**src/logic/tgs_defs.svh**
```systemverilog
// tgs_defs.svh: register offsets, field positions and reset values of the timer gate block
// assumes: included by bare name from the package and the design files
`ifndef TGS_DEFS_SVH
`define TGS_DEFS_SVH
// ----------------------------------------
// register byte addresses
// ----------------------------------------
`define TGS_ADDR_TIMER_CONTROL 4'h0
`define TGS_ADDR_GATE_CONTROL 4'h1
`define TGS_ADDR_CMP_STATUS 4'h2
`define TGS_ADDR_T2_PERIOD 4'h3
`define TGS_ADDR_T2_COUNT 4'h4
`define TGS_ADDR_T1_COUNT_LO 4'h5
`define TGS_ADDR_T1_COUNT_HI 4'h6
// ----------------------------------------
// fields
// ----------------------------------------
`define TGS_TC_ON_BIT 0
`define TGS_TC_T2ON_BIT 1
`define TGS_GC_ENABLE_BIT 7
`define TGS_GC_POL_BIT 6
`define TGS_GC_VAL_BIT 2
`define TGS_GC_SS_LSB 0
`define TGS_CMP1_BIT 6
`define TGS_CMP2_BIT 7
// ----------------------------------------
// reset values and encodings
// ----------------------------------------
`define TGS_RST_BYTE 8'h00
`define TGS_RST_PERIOD 8'hff
`define TGS_RST_COUNT 16'h0000
`define TGS_SS_PIN 2'h0
`define TGS_SS_T2MATCH 2'h1
`define TGS_SS_CMP1 2'h2
`define TGS_SS_CMP2 2'h3
`endif

```
**src/logic/tgs_pkg.sv**
```systemverilog
// tgs_pkg.sv: types shared by the timer gate block
// assumes: tgs_defs.svh is on the include path
`include "tgs_defs.svh"
package tgs_pkg;
   // ----------------------------------------
   // avalon request and answer
   // ----------------------------------------
   typedef struct packed {
      logic read;
      logic write;
      logic [3:0] address;
      logic [31:0] writedata;
   } tgs_req_s;
   typedef struct packed {
      logic [31:0] readdata;
      logic waitrequest;
   } tgs_rsp_s;
   // ----------------------------------------
   // inputs the gate chooses among
   // ----------------------------------------
   typedef struct packed {
      logic gate_input_pin;
      logic cmp_one;
      logic cmp_two;
   } tgs_src_s;
   typedef enum logic [1:0]
   {
      TGS_BUS_IDLE = 2'b01,
      TGS_BUS_ACK = 2'b10
   } tgs_bus_e;
endpackage

```
**src/logic/tgs_gate_timer.sv**
```systemverilog
// tgs_gate_timer.sv: 16-bit timer with selectable, polarity-controlled gate sources
// assumes: instruction clock i_ref_clk, sources synchronous to it, avalon-mm master
//
// Chosen here: the placing of the registers and the Avalon-MM interface to the registers.
`timescale 1ns/1ps
`default_nettype none
`include "tgs_defs.svh"
module tgs_gate_timer #(
   parameter int COUNT_WIDTH = 16
)
(
   // clock and reset
   input wire logic i_ref_clk,
   input wire logic i_reset,
   // register bus
   input wire tgs_pkg::tgs_req_s i_bus,
   output tgs_pkg::tgs_rsp_s o_bus,
   // gate sources
   input wire tgs_pkg::tgs_src_s i_src,
   // state
   output logic [COUNT_WIDTH-1:0] o_count,
   output logic o_gate_value
);
   import tgs_pkg::*;

   // ----------------------------------------
   // registers
   // ----------------------------------------
   logic [7:0] timer_control_reg;
   logic [7:0] timer_control_next;
   logic [7:0] timer_gate_control_reg;
   logic [7:0] timer_gate_control_next;
   logic [7:0] period_reg;
   logic [7:0] period_next;
   logic [COUNT_WIDTH-1:0] count_reg;
   logic [COUNT_WIDTH-1:0] count_next;
   logic gate_reg;
   logic gate_next;
   tgs_bus_e bus_reg;
   tgs_bus_e bus_next;
   logic [31:0] rdata_reg;
   logic [31:0] rdata_next;
   logic [7:0] t2_count;
   logic t2_pulse;
   logic [7:0] cmp_status;
   logic gate_raw;
   logic gate_pol;
   logic count_en;
   logic req;
   logic wr_take;

   // ----------------------------------------
   // second timer
   // ----------------------------------------
   tgs_second_timer #(
      .WIDTH(8)
   )
   u_t2 (
      .i_ref_clk(i_ref_clk),
      .i_reset(i_reset),
      .i_enable(timer_control_reg[`TGS_TC_T2ON_BIT]),
      .i_period(period_reg),
      .o_count(t2_count),
      .o_match_pulse(t2_pulse)
   );

   // ----------------------------------------
   // gate selection
   // ----------------------------------------
   always_comb
   begin
      cmp_status = 8'h00;
      cmp_status[`TGS_CMP1_BIT] = i_src.cmp_one;
      cmp_status[`TGS_CMP2_BIT] = i_src.cmp_two;
      case (timer_gate_control_reg[`TGS_GC_SS_LSB +: 2])
         `TGS_SS_PIN: gate_raw = i_src.gate_input_pin;
         `TGS_SS_T2MATCH: gate_raw = t2_pulse;
         `TGS_SS_CMP1: gate_raw = cmp_status[`TGS_CMP1_BIT];
         `TGS_SS_CMP2: gate_raw = cmp_status[`TGS_CMP2_BIT];
         default: gate_raw = 1'b0;
      endcase
      // polarity 1 counts while source is high, 0 while low
      gate_pol = timer_gate_control_reg[`TGS_GC_POL_BIT] ? gate_raw : ~gate_raw;
      // gating ignored unless gate enable is set
      count_en = timer_control_reg[`TGS_TC_ON_BIT] &&
                 (!timer_gate_control_reg[`TGS_GC_ENABLE_BIT] || gate_pol);
   end

   // ----------------------------------------
   // bus slave and counter next state
   // ----------------------------------------
   assign req = i_bus.read || i_bus.write;
   assign wr_take = i_bus.write && (bus_reg == TGS_BUS_IDLE);

   always_comb
   begin
      timer_control_next = timer_control_reg;
      timer_gate_control_next = timer_gate_control_reg;
      period_next = period_reg;
      count_next = count_reg;
      rdata_next = rdata_reg;
      bus_next = TGS_BUS_IDLE;
      gate_next = gate_pol;
      if (count_en)
      begin
         count_next = count_reg + 1'b1;
      end
      case (bus_reg)
         TGS_BUS_IDLE:
         begin
            if (req)
            begin
               bus_next = TGS_BUS_ACK;
            end
            rdata_next = 32'h0000_0000;
            case (i_bus.address)
               `TGS_ADDR_TIMER_CONTROL: rdata_next[7:0] = timer_control_reg;
               `TGS_ADDR_GATE_CONTROL:
               begin
                  rdata_next[7:0] = timer_gate_control_reg;
                  rdata_next[`TGS_GC_VAL_BIT] = gate_reg;
               end
               `TGS_ADDR_CMP_STATUS: rdata_next[7:0] = cmp_status;
               `TGS_ADDR_T2_PERIOD: rdata_next[7:0] = period_reg;
               `TGS_ADDR_T2_COUNT: rdata_next[7:0] = t2_count;
               `TGS_ADDR_T1_COUNT_LO: rdata_next[7:0] = count_reg[7:0];
               `TGS_ADDR_T1_COUNT_HI: rdata_next[7:0] = count_reg[15:8];
               default: rdata_next = 32'h0000_0000;
            endcase
            if (wr_take)
            begin
               case (i_bus.address)
                  `TGS_ADDR_TIMER_CONTROL: timer_control_next = i_bus.writedata[7:0];
                  `TGS_ADDR_GATE_CONTROL: timer_gate_control_next = i_bus.writedata[7:0];
                  `TGS_ADDR_T2_PERIOD: period_next = i_bus.writedata[7:0];
                  // software write to a count byte wins over an increment of that byte in the same cycle; the other byte keeps the increment
                  `TGS_ADDR_T1_COUNT_LO: count_next[7:0] = i_bus.writedata[7:0];
                  `TGS_ADDR_T1_COUNT_HI: count_next[15:8] = i_bus.writedata[7:0];
                  default: count_next = count_next;
               endcase
            end
         end
         TGS_BUS_ACK: bus_next = TGS_BUS_IDLE;
         default: bus_next = TGS_BUS_IDLE;
      endcase
   end

   always_ff @(posedge i_ref_clk)
   begin
      if (i_reset)
      begin
         timer_control_reg <= `TGS_RST_BYTE;
         timer_gate_control_reg <= `TGS_RST_BYTE;
         period_reg <= `TGS_RST_PERIOD;
         count_reg <= `TGS_RST_COUNT;
         gate_reg <= 1'b0;
         bus_reg <= TGS_BUS_IDLE;
         rdata_reg <= 32'h0000_0000;
      end
      else
      begin
         timer_control_reg <= timer_control_next;
         timer_gate_control_reg <= timer_gate_control_next;
         period_reg <= period_next;
         count_reg <= count_next;
         gate_reg <= gate_next;
         bus_reg <= bus_next;
         rdata_reg <= rdata_next;
      end
   end

   // waitrequest is high except in the single ack cycle; one driver for the whole answer
   assign o_bus = '{readdata: rdata_reg, waitrequest: (bus_reg != TGS_BUS_ACK)};
   assign o_count = count_reg;
   assign o_gate_value = gate_reg;

   // ----------------------------------------
   // checks
   // ----------------------------------------
   logic quiet;
   assign quiet = timer_control_reg[`TGS_TC_ON_BIT] && !wr_take;
   property p_match_pol1;
      @(posedge i_ref_clk) disable iff (i_reset)
      (quiet && timer_gate_control_reg[7:6] == 2'b11 &&
       timer_gate_control_reg[1:0] == `TGS_SS_T2MATCH)
      |=> (count_reg == $past(count_reg) + $past(t2_pulse));
   endproperty
   a_match_pol1: assert property (p_match_pol1) else $error("pol1 match count");
   property p_match_pol0;
      @(posedge i_ref_clk) disable iff (i_reset)
      (quiet && timer_gate_control_reg[7:6] == 2'b10 &&
       timer_gate_control_reg[1:0] == `TGS_SS_T2MATCH)
      |=> (count_reg == $past(count_reg) + !$past(t2_pulse));
   endproperty
   a_match_pol0: assert property (p_match_pol0) else $error("pol0 match count");
   property p_cmp1;
      @(posedge i_ref_clk) disable iff (i_reset)
      (quiet && timer_gate_control_reg[7:6] == 2'b11 &&
       timer_gate_control_reg[1:0] == `TGS_SS_CMP1 && !i_src.cmp_one) |=> $stable(count_reg);
   endproperty
   a_cmp1: assert property (p_cmp1) else $error("cmp1 low yet counting");
   property p_cmp2;
      @(posedge i_ref_clk) disable iff (i_reset)
      (quiet && timer_gate_control_reg[7:6] == 2'b11 &&
       timer_gate_control_reg[1:0] == `TGS_SS_CMP2 && i_src.cmp_two)
      |=> (count_reg == $past(count_reg) + 1'b1);
   endproperty
   a_cmp2: assert property (p_cmp2) else $error("cmp2 high yet idle");
   property p_ungated;
      @(posedge i_ref_clk) disable iff (i_reset)
      (quiet && !timer_gate_control_reg[`TGS_GC_ENABLE_BIT])
      |=> (count_reg == $past(count_reg) + 1'b1);
   endproperty
   a_ungated: assert property (p_ungated) else $error("ungated not counting");
   property p_pin_pol;
      @(posedge i_ref_clk) disable iff (i_reset)
      (timer_gate_control_reg[1:0] == `TGS_SS_PIN)
      |=> (gate_reg == ($past(i_src.gate_input_pin) == $past(timer_gate_control_reg[6])));
   endproperty
   a_pin_pol: assert property (p_pin_pol) else $error("pin polarity");
   property p_ack;
      @(posedge i_ref_clk) disable iff (i_reset)
      (req && bus_reg == TGS_BUS_IDLE) |=> !o_bus.waitrequest ##1 o_bus.waitrequest;
   endproperty
   a_ack: assert property (p_ack) else $error("bus ack timing");
   c_pol1: cover property (@(posedge i_ref_clk) disable iff (i_reset)
      timer_gate_control_reg[7:6] == 2'b11 && t2_pulse && count_en);
   c_cmp1: cover property (@(posedge i_ref_clk) disable iff (i_reset)
      timer_gate_control_reg[1:0] == `TGS_SS_CMP1 && count_en);
   c_read: cover property (@(posedge i_ref_clk) disable iff (i_reset)
      i_bus.read && !o_bus.waitrequest);
endmodule
`default_nettype wire

```
**src/logic/tgs_second_timer.sv**
```systemverilog
// tgs_second_timer.sv: 8-bit second timer with period match and one-cycle gate pulse
// assumes: one clock, synchronous active-high reset, increments every cycle when enabled except on a period match, which loads zero
`timescale 1ns/1ps
`default_nettype none
`include "tgs_defs.svh"
module tgs_second_timer #(
   parameter int WIDTH = 8
)
(
   // clock and reset
   input wire logic i_ref_clk,
   input wire logic i_reset,
   // control
   input wire logic i_enable,
   input wire logic [WIDTH-1:0] i_period,
   // state
   output logic [WIDTH-1:0] o_count,
   output logic o_match_pulse
);
   logic [WIDTH-1:0] count_reg;
   logic [WIDTH-1:0] count_next;
   logic pulse_reg;
   logic pulse_next;

   always_comb
   begin
      count_next = count_reg;
      pulse_next = 1'b0;
      if (i_enable)
      begin
         if (count_reg == i_period)
         begin
            count_next = '0;
            pulse_next = 1'b1;
         end
         else
         begin
            count_next = count_reg + 1'b1;
         end
      end
   end

   always_ff @(posedge i_ref_clk)
   begin
      if (i_reset)
      begin
         count_reg <= '0;
         pulse_reg <= 1'b0;
      end
      else
      begin
         count_reg <= count_next;
         pulse_reg <= pulse_next;
      end
   end

   assign o_count = count_reg;
   assign o_match_pulse = pulse_reg;

   property p_wrap_zero;
      @(posedge i_ref_clk) disable iff (i_reset)
      (i_enable && count_reg == i_period) |=> (count_reg == '0);
   endproperty
   a_wrap_zero: assert property (p_wrap_zero) else $error("no wrap to zero");
   property p_pulse_one;
      @(posedge i_ref_clk) disable iff (i_reset)
      pulse_reg |-> (count_reg == '0) ##1 !pulse_reg || (i_period == '0);
   endproperty
   a_pulse_one: assert property (p_pulse_one) else $error("pulse not one cycle");
   property p_count_up;
      @(posedge i_ref_clk) disable iff (i_reset)
      (i_enable && count_reg != i_period) |=> (count_reg == $past(count_reg) + 1'b1);
   endproperty
   a_count_up: assert property (p_count_up) else $error("no increment");
   c_wrap: cover property (@(posedge i_ref_clk) disable iff (i_reset) pulse_reg);
endmodule
`default_nettype wire

```
**config.mk**
```make
export PLATFORM = sky130hd
export DESIGN_NAME = tgs_gate_timer
export DESIGN_NICKNAME = d
export VERILOG_FILES = /design/src/logic/tgs_pkg.sv /design/src/logic/tgs_gate_timer.sv /design/src/logic/tgs_second_timer.sv
export VERILOG_INCLUDE_DIRS = /design/src /design/src/logic
export SDC_FILE = /design/constraint.sdc
export NUM_CORES = 1
export LEC_CHECK = 0
export ABC_AREA = 1
export BUFFER_PORTS_ARGS = -buffer_cell sky130_fd_sc_hd__clkbuf_2
export CAP_MARGIN = 20
export CORE_ASPECT_RATIO = 1.1
export CORE_MARGIN = 2
export CORE_UTILIZATION = 46
export CTS_CLUSTER_SIZE = 16
export DETAILED_ROUTE_END_ITERATION = 7
export PLACE_DENSITY = 0.82
export SLEW_MARGIN = 10
export SYNTH_ARGS = -nofsm -noshare
export SYNTH_HDL_FRONTEND = slang
export SYNTH_SLANG_ARGS = --single-unit
```
**constraint.sdc**
```tcl
create_clock -name i_ref_clk -period 4.1 [get_ports i_ref_clk]
set_clock_uncertainty 0.15 [all_clocks]
set_input_delay 0.205 -clock i_ref_clk [delete_from_list [all_inputs] [get_ports i_ref_clk]]
set_output_delay 0.205 -clock i_ref_clk [all_outputs]
set_load 0.03 [all_outputs]
```
# Word level (Yosys, flattened, before mapping)
# Cells that the tools add are included.
op_classes:
  eq_ne: 12
  addsub: 2
  n_reduce_logical: 12
  n_bitwise: 3
  muxes: 11
op_table:
  columns: ["operator", "n"]
  rows:
  - ["8-bit case mux with 7 select lines", 1]
  - ["16-bit two-way mux", 3]
  - ["8-bit two-way mux", 3]
  - ["16-bit by 1-bit adder with 16-bit output, second input constant", 1]
  - ["4-bit by 3-bit equality test with 1-bit output, second input constant", 3]
  - ["3-bit AND reduction", 3]
  - ["8-bit by 1-bit adder with 8-bit output, second input constant", 1]
  - ["4-bit by 2-bit equality test with 1-bit output, second input constant", 2]
  - ["8-bit equality test", 1]
  - ["2-bit by 1-bit equality test with 1-bit output, second input constant", 2]
  - ["2-bit equality test, second input constant", 2]
  - ["4-bit by 1-bit equality test with 1-bit output, second input constant", 1]
  - ["4-bit logical NOT", 1]
  - ["1-bit case mux with 4 select lines", 1]
  - ["2-bit OR reduction", 2]
  - ["1-bit NOT", 3]
  - ["1-bit logical AND", 2]
  - ["2-bit logical NOT", 1]
  - ["1-bit logical OR", 2]
  - ["1-bit two-way mux", 2]
  - ["2-bit two-way mux", 1]
  - ["2-bit inequality test, second input constant", 1]
  - ["1-bit logical NOT", 1]
totals:
  output_inout_bits: 50
  ff_bits: 60
  inputBits: 43

# Logic depth before layout (Yosys ltp)
# Gate-level depths: netlist of run 1.
logic_depth:
  word_depth: 10
  depth_mapped: 12
  depth_no_buf: 11

# Hierarchy
# A second synthesis of run 1 with hierarchy kept.
unflattened:
  hier_cells: 567
  hier_area_um2: 3623.5
by_module_without_submodules:
  columns: ["mod", "n_inst", "area_per_inst_um2", "seq_area_each_um2", "cells_each"]
  rows:
  - ["tgs_gate_timer", 1, 3091.7, 1001.0, 492]
  - ["tgs_second_timer", 1, 531.8, 180.2, 75]

# Worst setup path after synthesis of run 1
# OpenSTA, ideal clock, no wires.
synth_path:
  kind: "register to register"
  startpoint: "register count_reg[0], in the netlist o_count[0]"
  endpoint: "register count_reg[8], in the netlist o_count[8]"
  period_less_slack_ns: 1.832
  setup_ns: 0.109
  setup_slack_ns: 2.268
  required_ns: 3.841
  arrival_ns: 1.573
  stages_incl_launch_ff: 10
  path_cell_list: "dfxtp_1 -> ha_1 -> inv_1 -> nor2_1 -> nand2_1 -> xor2_1 -> nand3_1 -> nand3_1 -> nand2_1 -> inv_1"
synth_between:
  elab_chain_cells: 5
synth_rtl:
  columns: ["item", "line_no", "source"]
  rows:
  - ["start, declared", "tgs_gate_timer.sv:35", "logic [COUNT_WIDTH-1:0] count_reg;"]
  - ["start signal, assigned", "tgs_gate_timer.sv:155", "count_reg <= `TGS_RST_COUNT;"]
  - ["start signal, assigned", "tgs_gate_timer.sv:165", "count_reg <= count_next;"]
  - ["16-bit by 1-bit adder with 16-bit output (*)", "tgs_gate_timer.sv:106", "count_next = count_reg + 1'b1;"]
  - ["16-bit two-way mux (*)", "tgs_gate_timer.sv:104", "if (count_en)"]
  - ["8-bit two-way mux", "tgs_gate_timer.sv:132", "case (i_bus.address)"]
  - ["16-bit two-way mux", "tgs_gate_timer.sv:130", "if (wr_take)"]
  - ["16-bit two-way mux (*)", "tgs_gate_timer.sv:108", "case (bus_reg)"]
# Every way passes the cells marked *; elsewhere a longest branch is shown, timed or not.
# A chain may end at the register's enable or synchronous reset.

# Worst setup path in the final report of run 1
# Same ends and word-level chain as after synthesis.

==> results_dict.tcl, run 1 <==
set metrics [dict create \
    status "complete, no violations" \
    ios 93 \
    drt-wirelength-per-cell_um 13.7 \
    grt_pass1_wl_um 16300 \
    n_antenna_cell 0 \
    busiest_layer "met2" \
    layoutNonFillerInstCount 714 \
    cp-startpoint "o_count[0]$_SDFF_PP0_" \
    timing.rr.end "o_count[8]$_SDFF_PP0_" \
    globalRouteMet3Util_pct 4.90 \
    ys_async_sr_fraction_pct 0 \
    layout_commonest_cell "nand2_1" \
    setup_viol 0 \
    met1_usage_pct 31.3 \
    power_mw 1.34 \
    ir_worst_vdd_mv 0.202 \
    fill_cells 799 \
    clockBufferDepth 2 \
    use_met2_pct 38.1 \
    grt_pass1_vias 3458 \
    cts_root_buf "clkbuf_8" \
    p_leak_nw 1.93 \
    worst_ep_arrival_time_ns 1.99 \
    rr_startpoint "o_count[0]$_SDFF_PP0_" \
    start_util_pct 47.1 \
    synth_largest_area_cell "dfxtp_1" \
    finalMaxSlewViolations 0 \
    largest_reg_flops 16 \
    fmax_ghz 0.529 \
    cts_resized 0 \
    dpl_cell_area_um2 3860 \
    final_design_area_no_fill_um2 4090 \
    vias_per_cell 5.25 \
    hold_end "period_reg[2]$_SDFFE_PP1P_" \
    tns_ns 0 \
    syn_area_per_cell_um2 6.60 \
    cp-end-kind "register" \
    core_um2 7830 \
    cts.htree.levels 3 \
    dieArea_um2 8750 \
    cts.sinks 59 \
    syn-cell-area_um2 3690 \
    yosys_register_bits 59 \
    final_cell_mix "131 x nand2_1, 82 x inv_1, 59 x dfxtp_1" \
    yosys-top-cells-area "dfxtp_1 32%, nand2_1 13%, inv_1 8.3%" \
    worstHoldStart "i_bus[2]" \
    drt-total-wl_um 9780 \
    tightestPinTransition_ns 0.795 \
    critPathLaunchType "register" \
    fin_crit_sh_pct 46.1 \
    hold_viol_final 0 \
    tritoncts "done" \
    relSlewSlack_pct 46.9 \
    route.detailed.drc 0 \
    area_delta_synth_final_pct 10.8 \
    grt_usage_pct 24.0 \
    rr_worst_depth 9 \
    layout_min_cycle_time_ns 1.89 \
    place_ws_ns 2.00 \
    drt_iter0_drc 356 \
    synth_cell_types 35 \
    synth_ff_type "dfxtp_1" \
    utilization_pct 52.2 \
    nets 647 \
    fin_ws_ns 2.21 \
    drive_gt1_share_pct 14.5 \
    synth_edf_count 0 \
    maxCapViolCount 0 \
    vias 3752 \
    gp_congestion 0.936 \
    antenna_found_initial 0 \
    placed_cells 697 \
    hpwl_um 7090 \
    ys_warn_count 0 \
    rsz0062_at_grt "no" \
    ys_seq_area_share_pct 32.0 \
    holdPathStages 3 \
    cts_buffers 9 \
    ant_nets 0 \
    grt_start_max_net_pins 30 \
    worstHoldPathType "in -> reg" \
    netlist.area_leader.share_pct 32.0 \
    dieWidth_um 89.4 \
    num_rows 34 \
    grt-ovfl-total 0 \
    p_per_area_nw_per_um2 328 \
    cp_data_required_time_ns 4.20 \
    r2r_slack_ns 2.21 \
    die_y_um 97.9 \
    crit_fanout 7 \
    io_buffer_count 44 \
    firstDrtPassIters 5 \
    finalHoldWorstSlack_ns 0.0213 \
    path_clk_slew_ns 0.07 \
    insertion_delay_ns 0.35 \
    critPathKind "reg -> reg" \
    synth_cells 559 \
]
what timing repair did:
action                                  CTS  global route
hold endpoints to repair                  2             0
setup buffers                             0             0
endpoints found under the setup margin    0             0
hold buffers                              2             0
synth_stat cells, types with 3 or more instances:
| master | number |
|---|---|
| o21ai_0 | 31 |
| buf_6 | 5 |
| a21oi_1 | 20 |
| buf_4 | 26 |
| nor2_1 | 52 |
| nand2_2 | 5 |
| nand2_1 | 131 |
| nand4_1 | 8 |
| o22ai_1 | 13 |
| o211ai_1 | 7 |
| nand3_4 | 3 |
| xnor2_1 | 3 |
| dfxtp_1 | 59 |
| nor2_4 | 6 |
| xor2_1 | 10 |
| o21ai_1 | 10 |
| inv_1 | 82 |
| nor3_1 | 3 |
| nand3_1 | 56 |
| clkbuf_1 | 5 |
| inv_2 | 5 |
layer usage:
metal  part of all wire, %  routed length (um)  up-vias
met4                   3.7                 361        0
met1                    40                3870     1691
met2                    47                4630      191
met5                     0                   0        -
li1                      -                   -     1827
met3                   9.3                 914       43
worst max path at each step:
| stage | endpoint | slack, ns | depth (start not counted) |
|---|---|---|---|
| CTS | o_count[8]$_SDFF_PP0_ | 2.25 | 9 |
| detailed placement | u_t2.o_count[5]$_SDFFE_PP0P_ | 2.00 | 5 |
| global placement | u_t2.o_count[5]$_SDFFE_PP0P_ | 2.11 | 5 |
| floorplan | o_count[8]$_SDFF_PP0_ | 2.27 | 9 |
| global route | o_count[8]$_SDFF_PP0_ | 2.01 | 9 |
| finish | o_count[8]$_SDFF_PP0_ | 2.21 | 9 |
critical path: stages (launching register included):
cell and delay, ns:
dfxtp_1 0.45, ha_1 0.30, inv_1 0.06, nor2_1 0.28
nand2_1 0.12, xor2_1 0.15, nand3_1 0.08, nand3_1 0.09
nand2_1 0.07, inv_1 0.03
layout make-up:
class / instances / area (um^2) / area share, %
multi-input cells: 396 / 1970 / 48.3
flip-flops and latches: 59 / 1180 / 28.9
inverters: 89 / 342 / 8.36
repair buffers: 47 / 248 / 6.06
well taps: 108 / 135 / 3.31
clock buffers: 10 / 128 / 3.12
clock inverters: 5 / 78.8 / 1.93
cell families after synthesis:
logic type | Yosys count | synth area share (%)
other | 1 | 0.102
AND/OR/NAND/NOR | 274 | 34.8
flip-flops | 59 | 32.0
adder cells (fa/ha/maj) | 2 | 0.678
XOR/XNOR | 13 | 3.09
buffers and inverters | 127 | 16.8
AO/OA/AOI/OAI | 83 | 12.5
where the power goes:
| group | leakage (nW) | internal (mW) | switching [mW] |
|---|---|---|---|
| clock network | 0.106 | 0.338 | 0.241 |
| logic | 1.35 | 0.0392 | 0.124 |
| registers | 0.478 | 0.585 | 0.0122 |
(Power assumes the default switching activity.)
==> run 2: changes to the inputs <==
Clock period 4.1 ns to 1.97 ns, I/O delays scaled along.
==> results_dict.tcl, run 2 (same netlist as run 1, synthesis figures left out) <==
set metrics [dict create \
    status "complete, no violations" \
    cp_cell_sequence "ha_1, inv_1, nor2_1, nand2_1, xor2_1, nand3_1, nand3_1, nand2_1, inv_1" \
    combinationalPowerShare_pct 14.4 \
    power_frac_seq_pct 48.3 \
    worstHoldPathType "in -> reg" \
    grt-ovfl-total 0 \
    fill_cells 820 \
    grt_pass1_vias 3513 \
    cp_data_required_time_ns 2.07 \
    worst_ep_arrival_time_ns 1.87 \
    firstDrtPassIters 5 \
    dieWidth_um 89.4 \
    rr_startpoint "o_count[0]$_SDFF_PP0_" \
    placed_cells 700 \
    vias 3799 \
    io_buffer_count 44 \
    path_clk_slew_ns 0.07 \
    fin_crit_sh_pct 90.1 \
    p_per_area_nw_per_um2 616 \
    drive_gt1_share_pct 14.5 \
    cts_root_buf "clkbuf_8" \
    area_delta_synth_final_pct 13.1 \
    internal-power_mw 1.80 \
    critPathLaunchType "register" \
    antenna_found_initial 0 \
    timing.rr.end "o_count[8]$_SDFF_PP0_" \
    power_switching_mw 0.773 \
    largest_reg_flops 16 \
    rr_worst_depth 9 \
    layout_commonest_cell "nand2_1" \
    grt_pass1_wl_um 16700 \
    clockBufferDepth 2 \
    layoutNonFillerInstCount 728 \
    grt_usage_pct 24.4 \
    final_cell_mix "131 x nand2_1, 82 x inv_1, 59 x dfxtp_1" \
    grt_start_max_net_pins 28 \
    crit_path_max_incr_delay_ns 0.46 \
    dieArea_um2 8750 \
    hold_end "period_reg[4]$_SDFFE_PP1P_" \
    maxCapViolCount 0 \
    drt-total-wl_um 10200 \
    die_y_um 97.9 \
    cp.depth 9 \
    ir_worst_vdd_mv 0.364 \
    cts.htree.levels 3 \
    setup_viol 0 \
    cts_buffers 9 \
    switching_share_pct 30.1 \
    path_delay_family "simple AND/OR/NAND/NOR gates" \
    finalMaxSlewViolations 0 \
    crit_fanout 7 \
    tns_ns 0 \
    p_leak_nw 1.97 \
    route.detailed.drc 0 \
    nets 661 \
    insertion_delay_ns 0.35 \
    ant_nets 0 \
    ios 93 \
    core_um2 7830 \
    vias_per_cell 5.22 \
    power_mw 2.57 \
    drt-wirelength-per-cell_um 14.0 \
    tritoncts "done" \
    start_util_pct 47.1 \
    worst-path-buf-inv 2 \
    critPathKind "reg -> reg" \
    fmax_ghz 0.564 \
    hold_viol_final 0 \
    slowest_stage "dfxtp_1" \
    cts.sinks 59 \
    num_rows 34 \
    worstHoldStart "i_reset" \
    layout_min_cycle_time_ns 1.77 \
    holdPathStages 3 \
    n_antenna_cell 0 \
    final_design_area_no_fill_um2 4170 \
    hpwl_um 7260 \
    drt_iter0_drc 417 \
    dpl_cell_area_um2 3880 \
    r2r_slack_ns 0.20 \
    cts_resized 0 \
    gp_congestion 0.906 \
    power_frac_clock_pct 37.3 \
    rsz0062_at_grt "no" \
    cp-end-kind "register" \
]
[run 2: through the flow]
stage               utilization [%]  setup WS (ns)  hold slack [ns]
floorplan                         -          0.138           0.0235
global placement               49.6          0.286            0.179
detailed placement             49.6          0.249            0.193
CTS                            53.3          0.222           0.0832
global route                   53.3         0.0166            0.144
finish                         53.3          0.196            0.114
[run 2: power by group through the flow]
stage / Sequential (mW) / Combinational (mW) / Clock (mW)
after floorplan: 1.29 / 0.262 / 0
after global placement: 1.27 / 0.334 / 0
after detailed placement: 1.27 / 0.340 / 0
after CTS: 1.24 / 0.363 / 0.968
after global routing: 1.24 / 0.404 / 1.01
final: 1.24 / 0.369 / 0.958
[run 2: worst max path at each step]
stage                                           start                    end
6_report                        o_count[0]$_SDFF_PP0_  o_count[8]$_SDFF_PP0_
4_1_cts                         o_count[0]$_SDFF_PP0_  o_count[8]$_SDFF_PP0_
3_5_place_dp                    o_count[0]$_SDFF_PP0_  o_count[8]$_SDFF_PP0_
2_1_floorplan                   o_count[0]$_SDFF_PP0_  o_count[8]$_SDFF_PP0_
5_1_grt        timer_gate_control_reg[0]$_SDFFE_PP0P_  o_count[8]$_SDFF_PP0_
3_3_place_gp                    o_count[0]$_SDFF_PP0_  o_count[8]$_SDFF_PP0_
[run 2: worst register-to-register path, stage by stage, from the launching register on]
cell,delay [ns]
dfxtp_1,0.46
ha_1,0.24
inv_1,0.05
nor2_1,0.26
nand2_1,0.12
xor2_1,0.15
nand3_1,0.08
nand3_1,0.08
nand2_1,0.06
inv_1,0.03
[run 2: timing repair]
item / in CTS / in global routing
endpoints found under the hold margin: 23 / 0
hold buffers: 13 / 0
setup buffers: 0 / 0
[run 2: cell type report]
cell class | count | area [um^2] | share of cell area [%]
multi-input cells | 396 | 1970 | 47.3
flip-flops and latches | 59 | 1180 | 28.3
repair buffers | 61 | 380 | 9.12
inverters | 89 | 342 | 8.19
clock buffers | 12 | 145 | 3.48
well taps | 108 | 135 | 3.24
clock inverters | 3 | 15.0 | 0.360
[run 2: routing by layer]
layer  share of wire, %  GRT usage (%)  routed length [um]
met5                  0              0                   0
met4                1.9           8.04                 194
met3                7.3           4.90                 744
met2                 49           39.2                5010
met1                 42           32.5                4270
==> run 3: changes to the inputs <==
Settings changed: CORE_UTILIZATION 46 to 54, PLACE_DENSITY 0.82 to 0.92.
==> results_dict.tcl, run 3 (same netlist as run 1, synthesis figures left out) <==
set metrics [dict create \
    switching_share_pct 27.7 \
    path_delay_family "buffers and inverters" \
    critPathLaunchType "primary input" \
    layout_commonest_cell "nand2_1" \
    nets 664 \
    route.detailed.drc 0 \
    layoutNonFillerInstCount 706 \
    power_mw 2.86 \
    cts_root_buf "clkbuf_8" \
    grt_pass1_wl_um 16600 \
    worst-path-buf-inv 4 \
    cts_resized 0 \
    slowest_stage "dlygate4sd3_1" \
    worst_ep_arrival_time_ns 1.94 \
    power_switching_mw 0.794 \
    largest_reg_flops 16 \
    p_leak_nw 2.02 \
    cts.sinks 59 \
    area_delta_synth_final_pct 14.3 \
    hpwl_um 7210 \
    cts_buffers 9 \
    drt-total-wl_um 10100 \
    status "complete, no violations" \
    crit_path_max_incr_delay_ns 0.61 \
    grt_start_max_net_pins 18 \
    grt-ovfl-total 0 \
    drive_gt1_share_pct 15.4 \
    vias_per_cell 5.52 \
    dieArea_um2 7510 \
    relSlewSlack_pct 62.6 \
    tns_ns 0 \
    dpl_cell_area_um2 3890 \
    cp_data_required_time_ns 2.05 \
    grt_pass1_vias 3545 \
    power_frac_clock_pct 43.6 \
    placed_cells 679 \
    tightestPinTransition_ns 0.560 \
    setup_viol 0 \
    fin_crit_sh_pct 94.5 \
    multiInputGateArea_um2 1970 \
    post_cts_buffers 0 \
    cts_hold_buf 11 \
    drt-wirelength-per-cell_um 14.4 \
    num_rows 31 \
    critPathKind "in -> reg" \
    ir_worst_vdd_mv 0.436 \
    hold_viol_final 0 \
    final_cell_mix "131 x nand2_1, 82 x inv_1, 59 x dfxtp_1" \
    cp_cell_sequence "dlygate4sd3_1, clkbuf_2, inv_1, o211ai_1, dlygate4sd3_1" \
    regArea_um2 1180 \
    cp-end-kind "register" \
    gp_congestion 0.961 \
    core_um2 6590 \
    cpMostUsedCell "dlygate4sd3_1" \
    cts.htree.levels 3 \
    layout_min_cycle_time_ns 1.86 \
    internal-power_mw 2.07 \
    vias 3896 \
    tritoncts "done" \
    combinationalPowerShare_pct 13.0 \
    start_util_pct 55.9 \
    worstHoldPathType "in -> reg" \
    dieWidth_um 82.8 \
    p_per_area_nw_per_um2 679 \
    firstDrtPassIters 5 \
    crit_fanout 15 \
    ant_nets 0 \
    rsz0062_at_grt "no" \
    path_clk_slew_ns 0.07 \
    ios 93 \
    final_design_area_no_fill_um2 4220 \
    finalMaxSlewViolations 0 \
    fmax_ghz 0.537 \
    io_buffer_count 44 \
    drt_iter0_drc 301 \
    n_antenna_cell 0 \
    antenna_found_initial 0 \
    grt_usage_pct 27.3 \
    maxCapViolCount 0 \
    die_y_um 90.7 \
    clockBufferDepth 2 \
    power_frac_seq_pct 43.3 \
    fill_cells 613 \
    insertion_delay_ns 0.35 \
]
-- run 3: cell types whose count changed in the layout (fill, tap and decap cells not counted), sizes merged --
cell	delta
clkinv	-1
dlygate4sd3	-2
buf	+5
bufinv	+2
-- run 3: routing by layer --
metal / global-route usage (%) / up-vias / part of all wire, %
li1: - / 1858 / -
met1: 32.5 / 1767 / 38
met2: 45.2 / 220 / 47
met3: 5.76 / 51 / 10
met4: 16.3 / 0 / 4.6
met5: 0 / - / 0
-- run 3: stage by stage --
step | setup slack, ns | hold slack (ns) | utilization (%)
2_1_floorplan | 0.138 | 0.0235 | -
3_3_place_gp | 0.295 | 0.177 | 59.0
3_5_place_dp | 0.220 | 0.197 | 59.0
4_1_cts | 0.177 | 0.121 | 63.9
5_1_grt | 0.0113 | 0.178 | 63.9
6_report | 0.109 | 0.145 | 63.9
-- run 3: cell type report --
class                      instances  area share (%)
clock inverter                     4            1.75
clock buffer                      12            3.44
multi-input combinational        396            46.8
inverter                          89            8.10
timing repair buffer              64            9.44
sequential                        59            28.0
tap                               82            2.43
-- run 3: worst paths after layout --
check	slack (ns)	cells after the start	end	startpoint
hold reg to reg	0.31	2	timer_gate_control_reg[5]$_SDFFE_PP0P_	timer_gate_control_reg[5]$_SDFFE_PP0P_
setup reg to reg	0.15	10	o_count[13]$_SDFF_PP0_	timer_gate_control_reg[0]$_SDFFE_PP0P_
setup / recovery	0.11	5	bus_reg[0]$_SDFF_PP1_	i_reset
hold / removal	0.14	5	o_gate_value$_SDFF_PP0_	i_src[1]
-- run 3: tightest hold or removal path: stages --
cell	delay, ns
clkbuf_2	0.10
nand2_1	0.06
nand3_1	0.08
nand3_1	0.15
a21oi_1	0.09
-- run 3: power groups by stage --
stage	combinational (mW)	sequential (mW)	clock, mW
after global placement	0.338	1.27	0
after detailed placement	0.345	1.27	0
final	0.373	1.24	1.25
after floorplan	0.262	1.29	0
after global routing	0.403	1.24	1.30
after CTS	0.367	1.24	1.25
